$ cat config.mk
export PLATFORM = sky130hd
export DESIGN_NAME = ctrl_load_unit
export DESIGN_NICKNAME = d
export VERILOG_FILES = /design/src/inc/ctrl_load_pkg.sv /design/src/inc/dec_if.sv /design/src/verilog/insn_decode.sv /design/src/verilog/ctrl_load_unit.sv
export SDC_FILE = /design/constraint.sdc
export NUM_CORES = 1
export LEC_CHECK = 0
export ABC_AREA = 0
export BUFFER_PORTS_ARGS = -buffer_cell sky130_fd_sc_hd__buf_4
export CAP_MARGIN = 20
export CORE_UTILIZATION = 49
export CTS_CLUSTER_SIZE = 12
export DETAILED_ROUTE_END_ITERATION = 16
export PLACE_DENSITY = 0.87
export SLEW_MARGIN = 20
export SYNTH_ARGS = -nofsm -noshare
export SYNTH_HDL_FRONTEND = slang
export SYNTH_SLANG_ARGS = --single-unit
export TNS_END_PERCENT = 20
$ cat constraint.sdc
create_clock -name ref_clk -period 4.35 [get_ports ref_clk]
set_clock_uncertainty 0.2 [all_clocks]
set_input_delay 0.87 -clock ref_clk [delete_from_list [all_inputs] [get_ports ref_clk]]
set_output_delay 0.87 -clock ref_clk [all_outputs]
set_load 0.01 [all_outputs]
$ cat src/inc/ctrl_load_pkg.sv
package ctrl_load_pkg;

   // ------------------------------------------------------------------
   // values and timing
   // ------------------------------------------------------------------
   localparam logic [31:0] STATUS_MASK   = 32'h0fff0fff;
   localparam logic [31:0] CREG_RESET    = 32'h0000_0000;
   localparam logic [31:0] PC_AHEAD      = 32'h0000_0004;
   localparam logic [31:0] SLOT_PC_OFS   = 32'h0000_0002;
   localparam logic [31:0] GPR_POSTINC   = 32'h0000_0004;
   localparam int          MEM_CYCLES    = 3;

   // ------------------------------------------------------------------
   // opcode fields
   // ------------------------------------------------------------------
   localparam int          SRC_LSB       = 8;
   localparam int          SRC_MSB       = 11;
   localparam int          DISP_MSB      = 7;
   localparam logic [3:0]  GRP_CTRL      = 4'h4;
   localparam logic [3:0]  NIB_CTL_REG   = 4'he;
   localparam logic [3:0]  NIB_CTL_MEM   = 4'h7;
   localparam logic [3:0]  CSEL_STATUS   = 4'h0;
   localparam logic [3:0]  CSEL_GPTR     = 4'h1;
   localparam logic [3:0]  CSEL_VTAB     = 4'h2;
   localparam logic [3:0]  CSEL_WRAP     = 4'h5;
   localparam logic [3:0]  CSEL_LBEG     = 4'h6;
   localparam logic [3:0]  CSEL_LEND     = 4'h7;
   localparam logic [15:0] MASK_SRC      = 16'hf0ff;
   localparam logic [15:0] MASK_HI8      = 16'hff00;
   localparam logic [15:0] MASK_HI4      = 16'hf000;
   localparam logic [15:0] OPC_CALL      = 16'h400b;
   localparam logic [15:0] OPC_JUMP      = 16'h402b;
   localparam logic [15:0] OPC_LOOP_END  = 16'h8e00;
   localparam logic [15:0] OPC_LOOP_BEG  = 16'h8c00;
   localparam logic [15:0] OPC_BRA       = 16'ha000;
   localparam logic [15:0] OPC_BSR       = 16'hb000;
   localparam logic [15:0] OPC_BT        = 16'h8900;
   localparam logic [15:0] OPC_BF        = 16'h8b00;
   localparam logic [15:0] OPC_BTS       = 16'h8d00;
   localparam logic [15:0] OPC_BFS       = 16'h8f00;
   localparam logic [15:0] OPC_RTS       = 16'h000b;
   localparam logic [15:0] OPC_RTE       = 16'h002b;
   localparam logic [15:0] OPC_BRAF      = 16'h0023;
   localparam logic [15:0] OPC_BSRF      = 16'h0003;

   // ------------------------------------------------------------------
   // types
   // ------------------------------------------------------------------
   typedef enum logic [2:0] {
      OP_NONE, OP_CTL_REG, OP_CTL_MEM, OP_LOOP_END, OP_LOOP_BEGIN, OP_DBRANCH, OP_BRANCH, OP_ILLEGAL
   } op_t;

   typedef enum logic [2:0] {CR_STATUS, CR_GPTR, CR_VTAB, CR_WRAP, CR_LEND, CR_LBEG} creg_t;

   typedef enum logic [2:0] {
      ST_EXEC  = 3'b001,
      ST_MEMRD = 3'b010,
      ST_MEMWB = 3'b100
   } state_t;

   // sign-extended displacement, doubled
   function automatic logic [31:0] disp_offset(input logic [7:0] d);
      return {{23{d[7]}}, d, 1'b0};
   endfunction

endpackage

$ cat src/inc/dec_if.sv
`timescale 1ns/1ns
`default_nettype none
interface dec_if;
   import ctrl_load_pkg::*;
   logic [15:0] insn;
   op_t         op;
   creg_t       creg;
   logic        link;
   modport dec  (input insn, output op, creg, link);
   modport core (output insn, input op, creg, link);
endinterface // dec_if
`default_nettype wire

$ cat src/verilog/insn_decode.sv
`timescale 1ns/1ns
`default_nettype none
module insn_decode
   import ctrl_load_pkg::*;
#(
   parameter bit HAS_REPEAT = 1'b1
) (
   dec_if.dec d
);

   // ------------------------------------------------------------------
   // opcode classification
   // ------------------------------------------------------------------
   function automatic logic is_branch(input logic [15:0] i);
      return ((i & MASK_SRC) == OPC_CALL) || ((i & MASK_SRC) == OPC_JUMP) ||
             ((i & MASK_HI4) == OPC_BRA) || ((i & MASK_HI4) == OPC_BSR) ||
             ((i & MASK_HI8) == OPC_BT)  || ((i & MASK_HI8) == OPC_BF)  ||
             ((i & MASK_HI8) == OPC_BTS) || ((i & MASK_HI8) == OPC_BFS) ||
             (i == OPC_RTS) || (i == OPC_RTE) ||
             ((i & MASK_SRC) == OPC_BRAF) || ((i & MASK_SRC) == OPC_BSRF);
   endfunction

   always_comb begin
      d.op   = OP_NONE;
      d.creg = CR_STATUS;
      d.link = 1'b0;
      if (d.insn[15:12] == GRP_CTRL && (d.insn[3:0] == NIB_CTL_REG || d.insn[3:0] == NIB_CTL_MEM)) begin
         d.op = (d.insn[3:0] == NIB_CTL_MEM) ? OP_CTL_MEM : OP_CTL_REG;
         case (d.insn[7:4])
            CSEL_STATUS: d.creg = CR_STATUS;
            CSEL_GPTR:   d.creg = CR_GPTR;
            CSEL_VTAB:   d.creg = CR_VTAB;
            CSEL_WRAP:   d.creg = CR_WRAP;
            CSEL_LEND:   d.creg = CR_LEND;
            CSEL_LBEG:   d.creg = CR_LBEG;
            default:     d.op   = OP_NONE;
         endcase
      end else if ((d.insn & MASK_HI8) == OPC_LOOP_END) begin
         d.op = HAS_REPEAT ? OP_LOOP_END : OP_ILLEGAL;
      end else if ((d.insn & MASK_HI8) == OPC_LOOP_BEG) begin
         d.op = HAS_REPEAT ? OP_LOOP_BEGIN : OP_ILLEGAL;
      end else if ((d.insn & MASK_SRC) == OPC_CALL || (d.insn & MASK_SRC) == OPC_JUMP) begin
         d.op   = OP_DBRANCH;
         d.link = ((d.insn & MASK_SRC) == OPC_CALL);
      end else if (is_branch(d.insn)) begin
         d.op = OP_BRANCH;
      end
   end

endmodule // insn_decode
`default_nettype wire

$ cat src/verilog/ctrl_load_unit.sv
`timescale 1ns/1ns
`default_nettype none
module ctrl_load_unit
   import ctrl_load_pkg::*;
#(
   parameter bit HAS_REPEAT = 1'b1
) (
   input  wire  logic        ref_clk,
   input  wire  logic        rst,
   input  wire  logic        clk_en,
   input  wire  logic        insn_valid,
   input  wire  logic [15:0] insn,
   input  wire  logic [31:0] insn_addr,
   input  wire  logic [31:0] src_gpr,
   input  wire  logic        mem_rd_valid,
   input  wire  logic [31:0] mem_rd_data,
   output var   logic        insn_ready_q,
   output var   logic [31:0] status_word_q,
   output var   logic [31:0] global_base_ptr_q,
   output var   logic [31:0] vector_table_base_q,
   output var   logic [31:0] address_wrap_bounds_q,
   output var   logic [31:0] loop_end_addr_q,
   output var   logic [31:0] loop_begin_addr_q,
   output var   logic        gpr_wr_en_q,
   output var   logic [3:0]  gpr_wr_idx_q,
   output var   logic [31:0] gpr_wr_data_q,
   output var   logic        link_wr_en_q,
   output var   logic [31:0] link_wr_data_q,
   output var   logic        mem_rd_req_q,
   output var   logic [31:0] mem_rd_addr_q,
   output var   logic        redirect_q,
   output var   logic [31:0] redirect_addr_q,
   output var   logic        illegal_slot_q,
   output var   logic        illegal_insn_q,
   output var   logic        irq_block_q
);

   // ------------------------------------------------------------------
   // decode
   // ------------------------------------------------------------------
   dec_if dv ();
   assign dv.insn = insn;

   insn_decode #(.HAS_REPEAT(HAS_REPEAT)) u_dec (.d(dv.dec));

   // ------------------------------------------------------------------
   // state
   // ------------------------------------------------------------------
   state_t      state_q, state_d;
   logic        pend_q, pend_d;
   logic [31:0] tgt_q, tgt_d;
   logic [31:0] base_q, base_d;
   logic [31:0] data_q, data_d;
   creg_t       csel_q, csel_d;
   logic        ready_d;
   logic [31:0] status_d, gptr_d, vtab_d, wrap_d, lend_d, lbeg_d;
   logic        gpr_wr_en_d, link_wr_en_d, mem_rd_req_d, redirect_d;
   logic        illegal_slot_d, illegal_insn_d, irq_block_d;
   logic [3:0]  gpr_wr_idx_d;
   logic [31:0] gpr_wr_data_d, link_wr_data_d, mem_rd_addr_d, redirect_addr_d;
   logic        take, slot_done, cw_en;
   creg_t       cw_sel;
   logic [31:0] cw_val, pc_base;

   assign take = insn_valid & insn_ready_q;

   always_comb begin
      state_d         = state_q;
      ready_d         = insn_ready_q;
      pend_d          = pend_q;
      tgt_d           = tgt_q;
      base_d          = base_q;
      data_d          = data_q;
      csel_d          = csel_q;
      status_d        = status_word_q;
      gptr_d          = global_base_ptr_q;
      vtab_d          = vector_table_base_q;
      wrap_d          = address_wrap_bounds_q;
      lend_d          = loop_end_addr_q;
      lbeg_d          = loop_begin_addr_q;
      gpr_wr_en_d     = 1'b0;
      gpr_wr_idx_d    = gpr_wr_idx_q;
      gpr_wr_data_d   = gpr_wr_data_q;
      link_wr_en_d    = 1'b0;
      link_wr_data_d  = link_wr_data_q;
      mem_rd_req_d    = 1'b0;
      mem_rd_addr_d   = mem_rd_addr_q;
      redirect_d      = 1'b0;
      redirect_addr_d = redirect_addr_q;
      illegal_slot_d  = 1'b0;
      illegal_insn_d  = 1'b0;
      irq_block_d     = irq_block_q;
      slot_done       = 1'b0;
      cw_en           = 1'b0;
      cw_sel          = CR_STATUS;
      cw_val          = src_gpr;
      // slot instructions see the branch target plus two as PC
      pc_base = pend_q ? tgt_q + SLOT_PC_OFS : insn_addr + PC_AHEAD;
      unique case (state_q)
         ST_EXEC: begin
            if (take) begin
               irq_block_d = 1'b0;
               slot_done   = pend_q;
               case (dv.op)
                  OP_CTL_REG: begin
                     cw_en       = 1'b1;
                     cw_sel      = dv.creg;
                     irq_block_d = 1'b1;
                  end
                  OP_CTL_MEM: begin
                     mem_rd_req_d  = 1'b1;
                     mem_rd_addr_d = src_gpr;
                     base_d        = src_gpr;
                     gpr_wr_idx_d  = insn[SRC_MSB:SRC_LSB];
                     csel_d        = dv.creg;
                     state_d       = ST_MEMRD;
                     ready_d       = 1'b0;
                     irq_block_d   = pend_q;
                     slot_done     = 1'b0;
                  end
                  OP_LOOP_END: begin
                     lend_d = pc_base + disp_offset(insn[DISP_MSB:0]);
                  end
                  OP_LOOP_BEGIN: begin
                     lbeg_d = pc_base + disp_offset(insn[DISP_MSB:0]);
                  end
                  OP_DBRANCH: begin
                     if (!pend_q) begin
                        pend_d         = 1'b1;
                        tgt_d          = src_gpr;
                        irq_block_d    = 1'b1;
                        link_wr_en_d   = dv.link;
                        link_wr_data_d = insn_addr + PC_AHEAD;
                     end
                  end
                  OP_ILLEGAL: begin
                     illegal_insn_d = 1'b1;
                     pend_d         = 1'b0;
                     slot_done      = 1'b0;
                  end
                  default: begin
                  end
               endcase
               if (pend_q && (dv.op == OP_DBRANCH || dv.op == OP_BRANCH)) begin
                  illegal_slot_d = 1'b1;
                  pend_d         = 1'b0;
                  slot_done      = 1'b0;
               end
            end
         end
         ST_MEMRD: begin
            if (mem_rd_valid) begin
               data_d  = mem_rd_data;
               state_d = ST_MEMWB;
            end
         end
         ST_MEMWB: begin
            cw_en         = 1'b1;
            cw_sel        = csel_q;
            cw_val        = data_q;
            gpr_wr_en_d   = 1'b1;
            gpr_wr_data_d = base_q + GPR_POSTINC;
            irq_block_d   = 1'b1;
            ready_d       = 1'b1;
            state_d       = ST_EXEC;
            slot_done     = pend_q;
         end
         default: begin
            state_d = ST_EXEC;
            ready_d = 1'b1;
         end
      endcase
      if (slot_done) begin
         redirect_d      = 1'b1;
         redirect_addr_d = tgt_q;
         pend_d          = 1'b0;
      end
      if (cw_en) begin
         unique case (cw_sel)
            CR_STATUS: status_d = cw_val & STATUS_MASK;
            CR_GPTR:   gptr_d   = cw_val;
            CR_VTAB:   vtab_d   = cw_val;
            CR_WRAP:   wrap_d   = cw_val;
            CR_LEND:   lend_d   = cw_val;
            CR_LBEG:   lbeg_d   = cw_val;
            default:   status_d = status_word_q;
         endcase
      end
   end

   always_ff @(posedge ref_clk) begin
      if (rst) begin
         state_q               <= ST_EXEC;
         insn_ready_q          <= 1'b1;
         pend_q                <= 1'b0;
         tgt_q                 <= CREG_RESET;
         base_q                <= CREG_RESET;
         data_q                <= CREG_RESET;
         csel_q                <= CR_STATUS;
         status_word_q         <= CREG_RESET;
         global_base_ptr_q     <= CREG_RESET;
         vector_table_base_q   <= CREG_RESET;
         address_wrap_bounds_q <= CREG_RESET;
         loop_end_addr_q       <= CREG_RESET;
         loop_begin_addr_q     <= CREG_RESET;
         gpr_wr_en_q           <= 1'b0;
         gpr_wr_idx_q          <= 4'h0;
         gpr_wr_data_q         <= CREG_RESET;
         link_wr_en_q          <= 1'b0;
         link_wr_data_q        <= CREG_RESET;
         mem_rd_req_q          <= 1'b0;
         mem_rd_addr_q         <= CREG_RESET;
         redirect_q            <= 1'b0;
         redirect_addr_q       <= CREG_RESET;
         illegal_slot_q        <= 1'b0;
         illegal_insn_q        <= 1'b0;
         irq_block_q           <= 1'b0;
      end else if (clk_en) begin
         state_q               <= state_d;
         insn_ready_q          <= ready_d;
         pend_q                <= pend_d;
         tgt_q                 <= tgt_d;
         base_q                <= base_d;
         data_q                <= data_d;
         csel_q                <= csel_d;
         status_word_q         <= status_d;
         global_base_ptr_q     <= gptr_d;
         vector_table_base_q   <= vtab_d;
         address_wrap_bounds_q <= wrap_d;
         loop_end_addr_q       <= lend_d;
         loop_begin_addr_q     <= lbeg_d;
         gpr_wr_en_q           <= gpr_wr_en_d;
         gpr_wr_idx_q          <= gpr_wr_idx_d;
         gpr_wr_data_q         <= gpr_wr_data_d;
         link_wr_en_q          <= link_wr_en_d;
         link_wr_data_q        <= link_wr_data_d;
         mem_rd_req_q          <= mem_rd_req_d;
         mem_rd_addr_q         <= mem_rd_addr_d;
         redirect_q            <= redirect_d;
         redirect_addr_q       <= redirect_addr_d;
         illegal_slot_q        <= illegal_slot_d;
         illegal_insn_q        <= illegal_insn_d;
         irq_block_q           <= irq_block_d;
      end
   end

   // ------------------------------------------------------------------
   // checks
   // ------------------------------------------------------------------
   property p_gptr_load;
      @(posedge ref_clk) disable iff (rst)
      clk_en && take && dv.op == OP_CTL_REG && dv.creg == CR_GPTR |=> global_base_ptr_q == $past(src_gpr);
   endproperty
   a_gptr_load: assert property (p_gptr_load) else $error("global base not loaded from source");

   property p_status_mask;
      @(posedge ref_clk) disable iff (rst)
      clk_en && take && dv.op == OP_CTL_REG && dv.creg == CR_STATUS |=> status_word_q == ($past(src_gpr) & STATUS_MASK);
   endproperty
   a_status_mask: assert property (p_status_mask) else $error("status word not masked on load");

   property p_mem_req;
      @(posedge ref_clk) disable iff (rst)
      clk_en && take && dv.op == OP_CTL_MEM |=> mem_rd_req_q && mem_rd_addr_q == $past(src_gpr) && !insn_ready_q;
   endproperty
   a_mem_req: assert property (p_mem_req) else $error("memory load did not request source address");

   property p_mem_three;
      @(posedge ref_clk) disable iff (rst)
      clk_en && take && dv.op == OP_CTL_MEM ##1 (clk_en && mem_rd_valid) ##1 clk_en
         |=> gpr_wr_en_q && insn_ready_q && gpr_wr_data_q == $past(mem_rd_addr_q, 2) + GPR_POSTINC;
   endproperty
   a_mem_three: assert property (p_mem_three) else $error("memory load not done in three cycles");

   property p_irq_block;
      @(posedge ref_clk) disable iff (rst)
      clk_en && take && dv.op == OP_CTL_REG ##1 (clk_en && !take)[*2] |-> irq_block_q;
   endproperty
   a_irq_block: assert property (p_irq_block) else $error("interrupts not blocked after control load");

   property p_slot_order;
      @(posedge ref_clk) disable iff (rst)
      clk_en && take && dv.op == OP_DBRANCH && !pend_q ##1 (clk_en && take && dv.op == OP_CTL_REG)
         |=> redirect_q && redirect_addr_q == $past(src_gpr, 2);
   endproperty
   a_slot_order: assert property (p_slot_order) else $error("redirect missing or wrong after slot");

   property p_slot_branch;
      @(posedge ref_clk) disable iff (rst)
      clk_en && take && pend_q && (dv.op == OP_DBRANCH || dv.op == OP_BRANCH) |=> illegal_slot_q && !redirect_q;
   endproperty
   a_slot_branch: assert property (p_slot_branch) else $error("branch in slot not flagged");

   property p_loop_end;
      @(posedge ref_clk) disable iff (rst)
      clk_en && take && dv.op == OP_LOOP_END && !pend_q
         |=> loop_end_addr_q == $past(insn_addr) + PC_AHEAD + disp_offset($past(insn[DISP_MSB:0]));
   endproperty
   a_loop_end: assert property (p_loop_end) else $error("loop end address wrong");

   property p_loop_slot;
      @(posedge ref_clk) disable iff (rst)
      clk_en && take && dv.op == OP_LOOP_BEGIN && pend_q
         |=> loop_begin_addr_q == $past(tgt_q) + SLOT_PC_OFS + disp_offset($past(insn[DISP_MSB:0]));
   endproperty
   a_loop_slot: assert property (p_loop_slot) else $error("loop begin address in slot wrong");

   property p_no_repeat;
      @(posedge ref_clk) disable iff (rst)
      clk_en && take && !HAS_REPEAT && ((insn & MASK_HI8) == OPC_LOOP_END)
         |=> illegal_insn_q && $stable(loop_end_addr_q);
   endproperty
   a_no_repeat: assert property (p_no_repeat) else $error("loop load accepted without repeat hardware");

endmodule // ctrl_load_unit
`default_nettype wire

Word-level counts from Yosys, hierarchy flattened. Cells that the tools add are included.

Reduce and logical (&&, ||, !) cells: 36. Equality and inequality tests: 40. Bitwise operators: 3. Add/sub/neg operators: 4. Mux-type cells: 66.

Operator list (count): 2-to-1 mux 32 bit (12); adder 32 x 3 -> 32 bit, second input constant (2); equality test 8 bit, second input constant (6); 2-to-1 mux 3 bit (12); adder 32 x 2 -> 32 bit, second input constant (1); adder 32 bit (1); 2-to-1 mux 1 bit (32); equality test 12 x 11 -> 1 bit, second input constant (2); equality test 3 bit, second input constant (7); equality test 4 x 3 -> 1 bit, second input constant (5); AND reduction 3 bit (6); equality test 16 x 4 -> 1 bit, second input constant (1); equality test 16 x 6 -> 1 bit, second input constant (1); AND reduction 4 bit (4); equality test 3 x 2 -> 1 bit, second input constant (5); one-hot mux 3 bit (5 select lines) (1); logical OR 1 bit (13); equality test 12 x 2 -> 1 bit, second input constant (1); equality test 12 x 6 -> 1 bit, second input constant (1); equality test 4 bit, second input constant (3); one-hot mux 3 bit (2 select lines) (2); one-hot mux 1 bit (2 select lines) (5); equality test 3 x 1 -> 1 bit, second input constant (3); nonzero test 2 bit (3); 16 further kinds (20).

Output and inout bits: 332. Bits of input ports: 117. Flip-flop bits (word level): 395. Word-level logic and storage cells: 173.

Longest topological paths before layout.
Depth in word-level cells: 25. Depth in mapped cells: 19. Mapped depth without buffers: 19.

Cells and area by module. Synthesis repeated with hierarchy kept, for this count alone.

Cell total of the unflattened synthesis: 2206. Area, all modules: 18574.1 sq um.

Modules (own cells, without submodules): ctrl_load_unit (instances 1, area each 18340.1 sq um, seq. area each 7907.6 sq um, cells each 2171); insn_decode (instances 1, area each 234.0 sq um, seq. area each 0.0 sq um, cells each 35).

Worst setup path after synthesis. OpenSTA, ideal clock, no wires.

Kind: input -> register. From: in insn_addr[12]. To: reg loop_begin_addr_q[25]. Data required time: 4018 ps. Stages: 16. Data arrival time: 4143 ps. Path slack: -124 ps. Buffers on the path: 1. Setup time: 132 ps. Path through: clkbuf_1 -> inv_1 -> nor4_1 -> nand3_1 -> xnor2_1 -> nor2_1 -> a21oi_1 -> ha_1 -> and3_1 -> a221oi_1 -> o22a_1 -> nor3_1 -> or2_2 -> xor2_1 -> a222oi_1 -> nor3_1.

Cells in the longest elaborated chain, start to end: 8.

Ends and longest elaborated chain: from (decl) (line ctrl_load_unit.sv:13) `input wire logic [31:0] insn_addr,`; adder 32 x 3 -> 32 bit * (line ctrl_load_unit.sv:98) `pc_base = pend_q ? tgt_q + SLOT_PC_OFS : insn_addr + PC_AHEAD;`; 2-to-1 mux 32 bit * (line ctrl_load_unit.sv:98); adder 32 bit * (line ctrl_load_unit.sv:125) `lbeg_d = pc_base + disp_offset(insn[DISP_MSB:0]);`; 2-to-1 mux 32 bit * (line ctrl_load_unit.sv:104) `case (dv.op)`; 2-to-1 mux 32 bit * (line ctrl_load_unit.sv:101) `if (take) begin`; 2-to-1 mux 32 bit * (line ctrl_load_unit.sv:99) `unique case (state_q)`; 2-to-1 mux 32 bit (line ctrl_load_unit.sv:179) `unique case (cw_sel)`; 2-to-1 mux 32 bit * (line ctrl_load_unit.sv:178) `if (cw_en) begin`; to (signal assigned) (line ctrl_load_unit.sv:231) `loop_begin_addr_q <= lbeg_d;`; to (decl) (line ctrl_load_unit.sv:23) `output var logic [31:0] loop_begin_addr_q,`.

Mark *: on every way between the ends. The rest lies on a longest branch, timed or not. A chain may end at the register's enable or synchronous reset.

Worst setup path in the final report.
From: reg tgt_q[6]. To: reg loop_begin_addr_q[25].

Cells in the longest elaborated chain, start to end: 8.

Ends and longest elaborated chain: from (decl) (line ctrl_load_unit.sv:51) `logic [31:0] tgt_q, tgt_d;`; from (signal assigned) (line ctrl_load_unit.sv:222) `tgt_q <= tgt_d;`; adder 32 x 2 -> 32 bit * (line ctrl_load_unit.sv:98); 2-to-1 mux 32 bit * (line ctrl_load_unit.sv:98); adder 32 bit * (line ctrl_load_unit.sv:125); 2-to-1 mux 32 bit * (line ctrl_load_unit.sv:104); 2-to-1 mux 32 bit * (line ctrl_load_unit.sv:101); 2-to-1 mux 32 bit * (line ctrl_load_unit.sv:99); 2-to-1 mux 32 bit (line ctrl_load_unit.sv:179); 2-to-1 mux 32 bit * (line ctrl_load_unit.sv:178).

Marked as above.

==> impl_metrics.yaml <==
cts:
  cts.clk_slew.worst_paths_ns: 0.06
  clock_latency_ns: 0.56
  root_buffer: "clkbuf_16"
  numCtsBuffers: 43
  cts_tree: "built"
  cts_max_level: 2
  clock_sinks: 395
  cts_buffer_depth: 3
yosys:
  async_flop_share_pct: 0
  synth_compound_area_share_pct: 20.4
  netlist_area_sq_mm: 0.0181
  synth-seq-area-share_pct: 43.8
  synth_top_cell_area_share_pct: 43.8
  synth_seq_cells: 395
  yosys-top-cells-area: "dfxtp_1 (44%), a211oi_1 (7.1%), a21oi_1 (6.3%)"
  synthDistinctLibCells: 72
  synth_top_family_by_area: "compound AO/OA/AOI/OAI gates"
  synth-simple-area-share_pct: 18.6
  synth_ff_type: "dfxtp_1"
  synth_edf_count: 0
  synth_area_per_cell_sq_um: 8.39
  synthAdderAreaFrac_pct: 2.40
  synth.area.mux_share_pct: 5.19
  yosys.cell_count.top_type: "dfxtp_1"
  synth_warnings: 0
  synthCells: 2153
  yosysTopAreaCell: "dfxtp_1"
  synth_common_cells: "dfxtp_1 (395), nor2_1 (299), nand2_1 (285)"
  synth_xor_area_share_pct: 5.38
routing:
  drt-total-wl_um: 70700
  viasPerCell: 6.00
  vias: 18600
  firstDrtPassIters: 6
  drc: 0
  postRouteAntennaNets: 0
  wl_per_cell_um: 22.8
  drt-initial-drc-count: 1945
global_routing:
  grt_pass1_wl_um: 105000
  antenna_found_initial: 6
  grt.total_usage_pct: 36.3
  grt_overflow: 0
  grt_max_degree: 181
  grt_pass1_vias: 17500
placement:
  gp_congestion: 0.989
  placed_cell_area_sq_mm: 0.0223
  dp_hpwl_um: 52200
  port_buffers: 440
  place_ws_ns: -0.0781
sta:
  hold_viol: 0
  finalMaxSlewViolations: 0
  finalWorstSetupSlack_ns: 0.205
  period_share_pct: 95.3
  fmax_mhz: 241
  min_period_ns: 4.14
  holdWs_ns: 0.256
  slew_headroom_pct: 29.1
  setup_viol: 0
  worstMarginPinSlew_ns: 1.03
  tns_ns: 0
critical_path:
  end_kind: "flop"
  cp-start-kind: "flop"
  arrival_ns: 4.36
  crit_path_max_fanout: 5
  worst-setup-path-type: "flop to flop"
  cp_data_required_time_ns: 4.57
floorplanning:
  fp.dieArea_sq_mm: 0.0376
  rows: 69
  start_util_pct: 50.3
  core_area_sq_mm: 0.0359
  io_pins: 449
  die_w_um: 194
  fp.dieH_um: 194
cells_and_area:
  nets: 2758
  utilization_pct: 66.2
  drive_gt1_share_pct: 25.4
  final_area_sq_mm: 0.0238
  synthToLayoutAreaGrowth_pct: 31.6
hold_path:
  min_path_type: "flop to flop"
run_status:
  outcome: "finished, final reports clean"
power_and_ir_drop:
  p_leak_nw: 9.44
  pwr_density_cell_mw_per_mm2: 339
  ir_worst_vdd_mv: 0.291
job:
  maxCapViolCount: 0
## cells in the final DEF, fill, tap and decap left out, types with 9 or more instances in the layout
master,synthesis,routed
nor3_1,26,23
inv_1,21,21
buf_4,11,551
dfxtp_1,395,394
xnor2_1,51,50
o21a_1,18,18
a211oi_1,171,171
nor2_1,299,295
ha_1,33,32
nand4_1,19,19
and4_1,9,9
o21ai_0,56,56
mux2i_1,88,88
and3_1,19,19
xor2_1,60,59
a221oi_1,19,19
a21o_1,11,11
clkbuf_16,0,45
nand3_1,57,56
nand2_1,285,285
a21oi_1,229,228
## worst paths after layout
kind | startpoint | endpoint | cells after the start | slack, ns
worst min register to register | data_q[28]$_SDFFE_PP0P_ | data_q[28]$_SDFFE_PP0P_ | 2 | 0.26
worst min-delay path | data_q[28]$_SDFFE_PP0P_ | data_q[28]$_SDFFE_PP0P_ | 2 | 0.26
worst max-delay path | tgt_q[6]$_SDFFE_PP0P_ | loop_begin_addr_q[25]$_SDFFE_PP0P_ | 17 | 0.21
worst max register to register | tgt_q[6]$_SDFFE_PP0P_ | loop_begin_addr_q[25]$_SDFFE_PP0P_ | 17 | 0.21
## where the power goes
group          switching [mW]  leakage (nW)  internal, mW  total (mW)
Clock                    1.51         0.668          2.10        3.61
Combinational           0.513          5.59         0.296       0.810
Sequential            0.00339          3.18          3.62        3.62
## cell type report
type | count | area, sq um
Sequential cell | 395 | 7910
Clock inverter | 11 | 133
Tap cell | 461 | 577
Antenna cell | 4 | 10.0
Timing Repair Buffer | 559 | 4290
Multi-Input combinational cell | 1586 | 9520
Clock buffer | 58 | 1230
Fill cell | 2867 | 12200
Inverter | 22 | 82.6
## sequential cells by signal (all words and copies together), names as in the netlist, 3 cells and up
name	count
address_wrap_bounds_q	32
base_q	32
csel_q	3
data_q	32
global_base_ptr_q	32
gpr_wr_data_q	32
gpr_wr_idx_q	4
link_wr_data_q	32
loop_begin_addr_q	32
loop_end_addr_q	32
redirect_addr_q	32
state_q	3
status_word_q	24
tgt_q	32
vector_table_base_q	32
## cells by family after synthesis
family / after synthesis
AOI/OAI and AO/OA: 567
xor gates and xnor gates: 111
adders and majority gates: 34
buffers and inverters: 179
DFF: 395
muxes: 93
other: 1
and+or+nand+nor: 773
## per-stage QoR
step | power, mW | instances
2_1_floorplan | 4.08 | 2160
3_3_place_gp | 4.47 | 3022
3_5_place_dp | 4.48 | 3022
4_1_cts | 8.03 | 3091
5_1_grt | 8.25 | 3094
6_report | 8.05 | 3096
## layer usage
metal,wire length (um),share of wire (%),global-route usage (%),up-vias
met2,32000,45,58.7,1080
met1,26900,38,43.5,8727
met3,7220,10,9.43,257
li1,-,-,-,8494
met4,4570,6.5,21.9,6
met5,45,0.064,0,-
## worst max-delay path: stages, from the launching register on
cell,delay (ns)
dfxtp_1,0.34
nand4_1,0.17
nor2_2,0.17
and2_1,0.19
and3_1,0.21
and2_2,0.20
nand2_1,0.07
xor2_1,0.24
mux2i_1,0.14
ha_1,0.30
buf_4,0.16
a221oi_1,0.39
o22a_1,0.30
nor3_1,0.06
or2_2,0.30
xor2_1,0.16
a222oi_1,0.32
nor3_1,0.08
## what timing repair did
action	in CTS	in global routing
endpoints found under the setup margin	0	14
setup buffers	0	1
gates resized for setup	0	10
hold buffers	0	0
(Power assumes the default switching activity.)
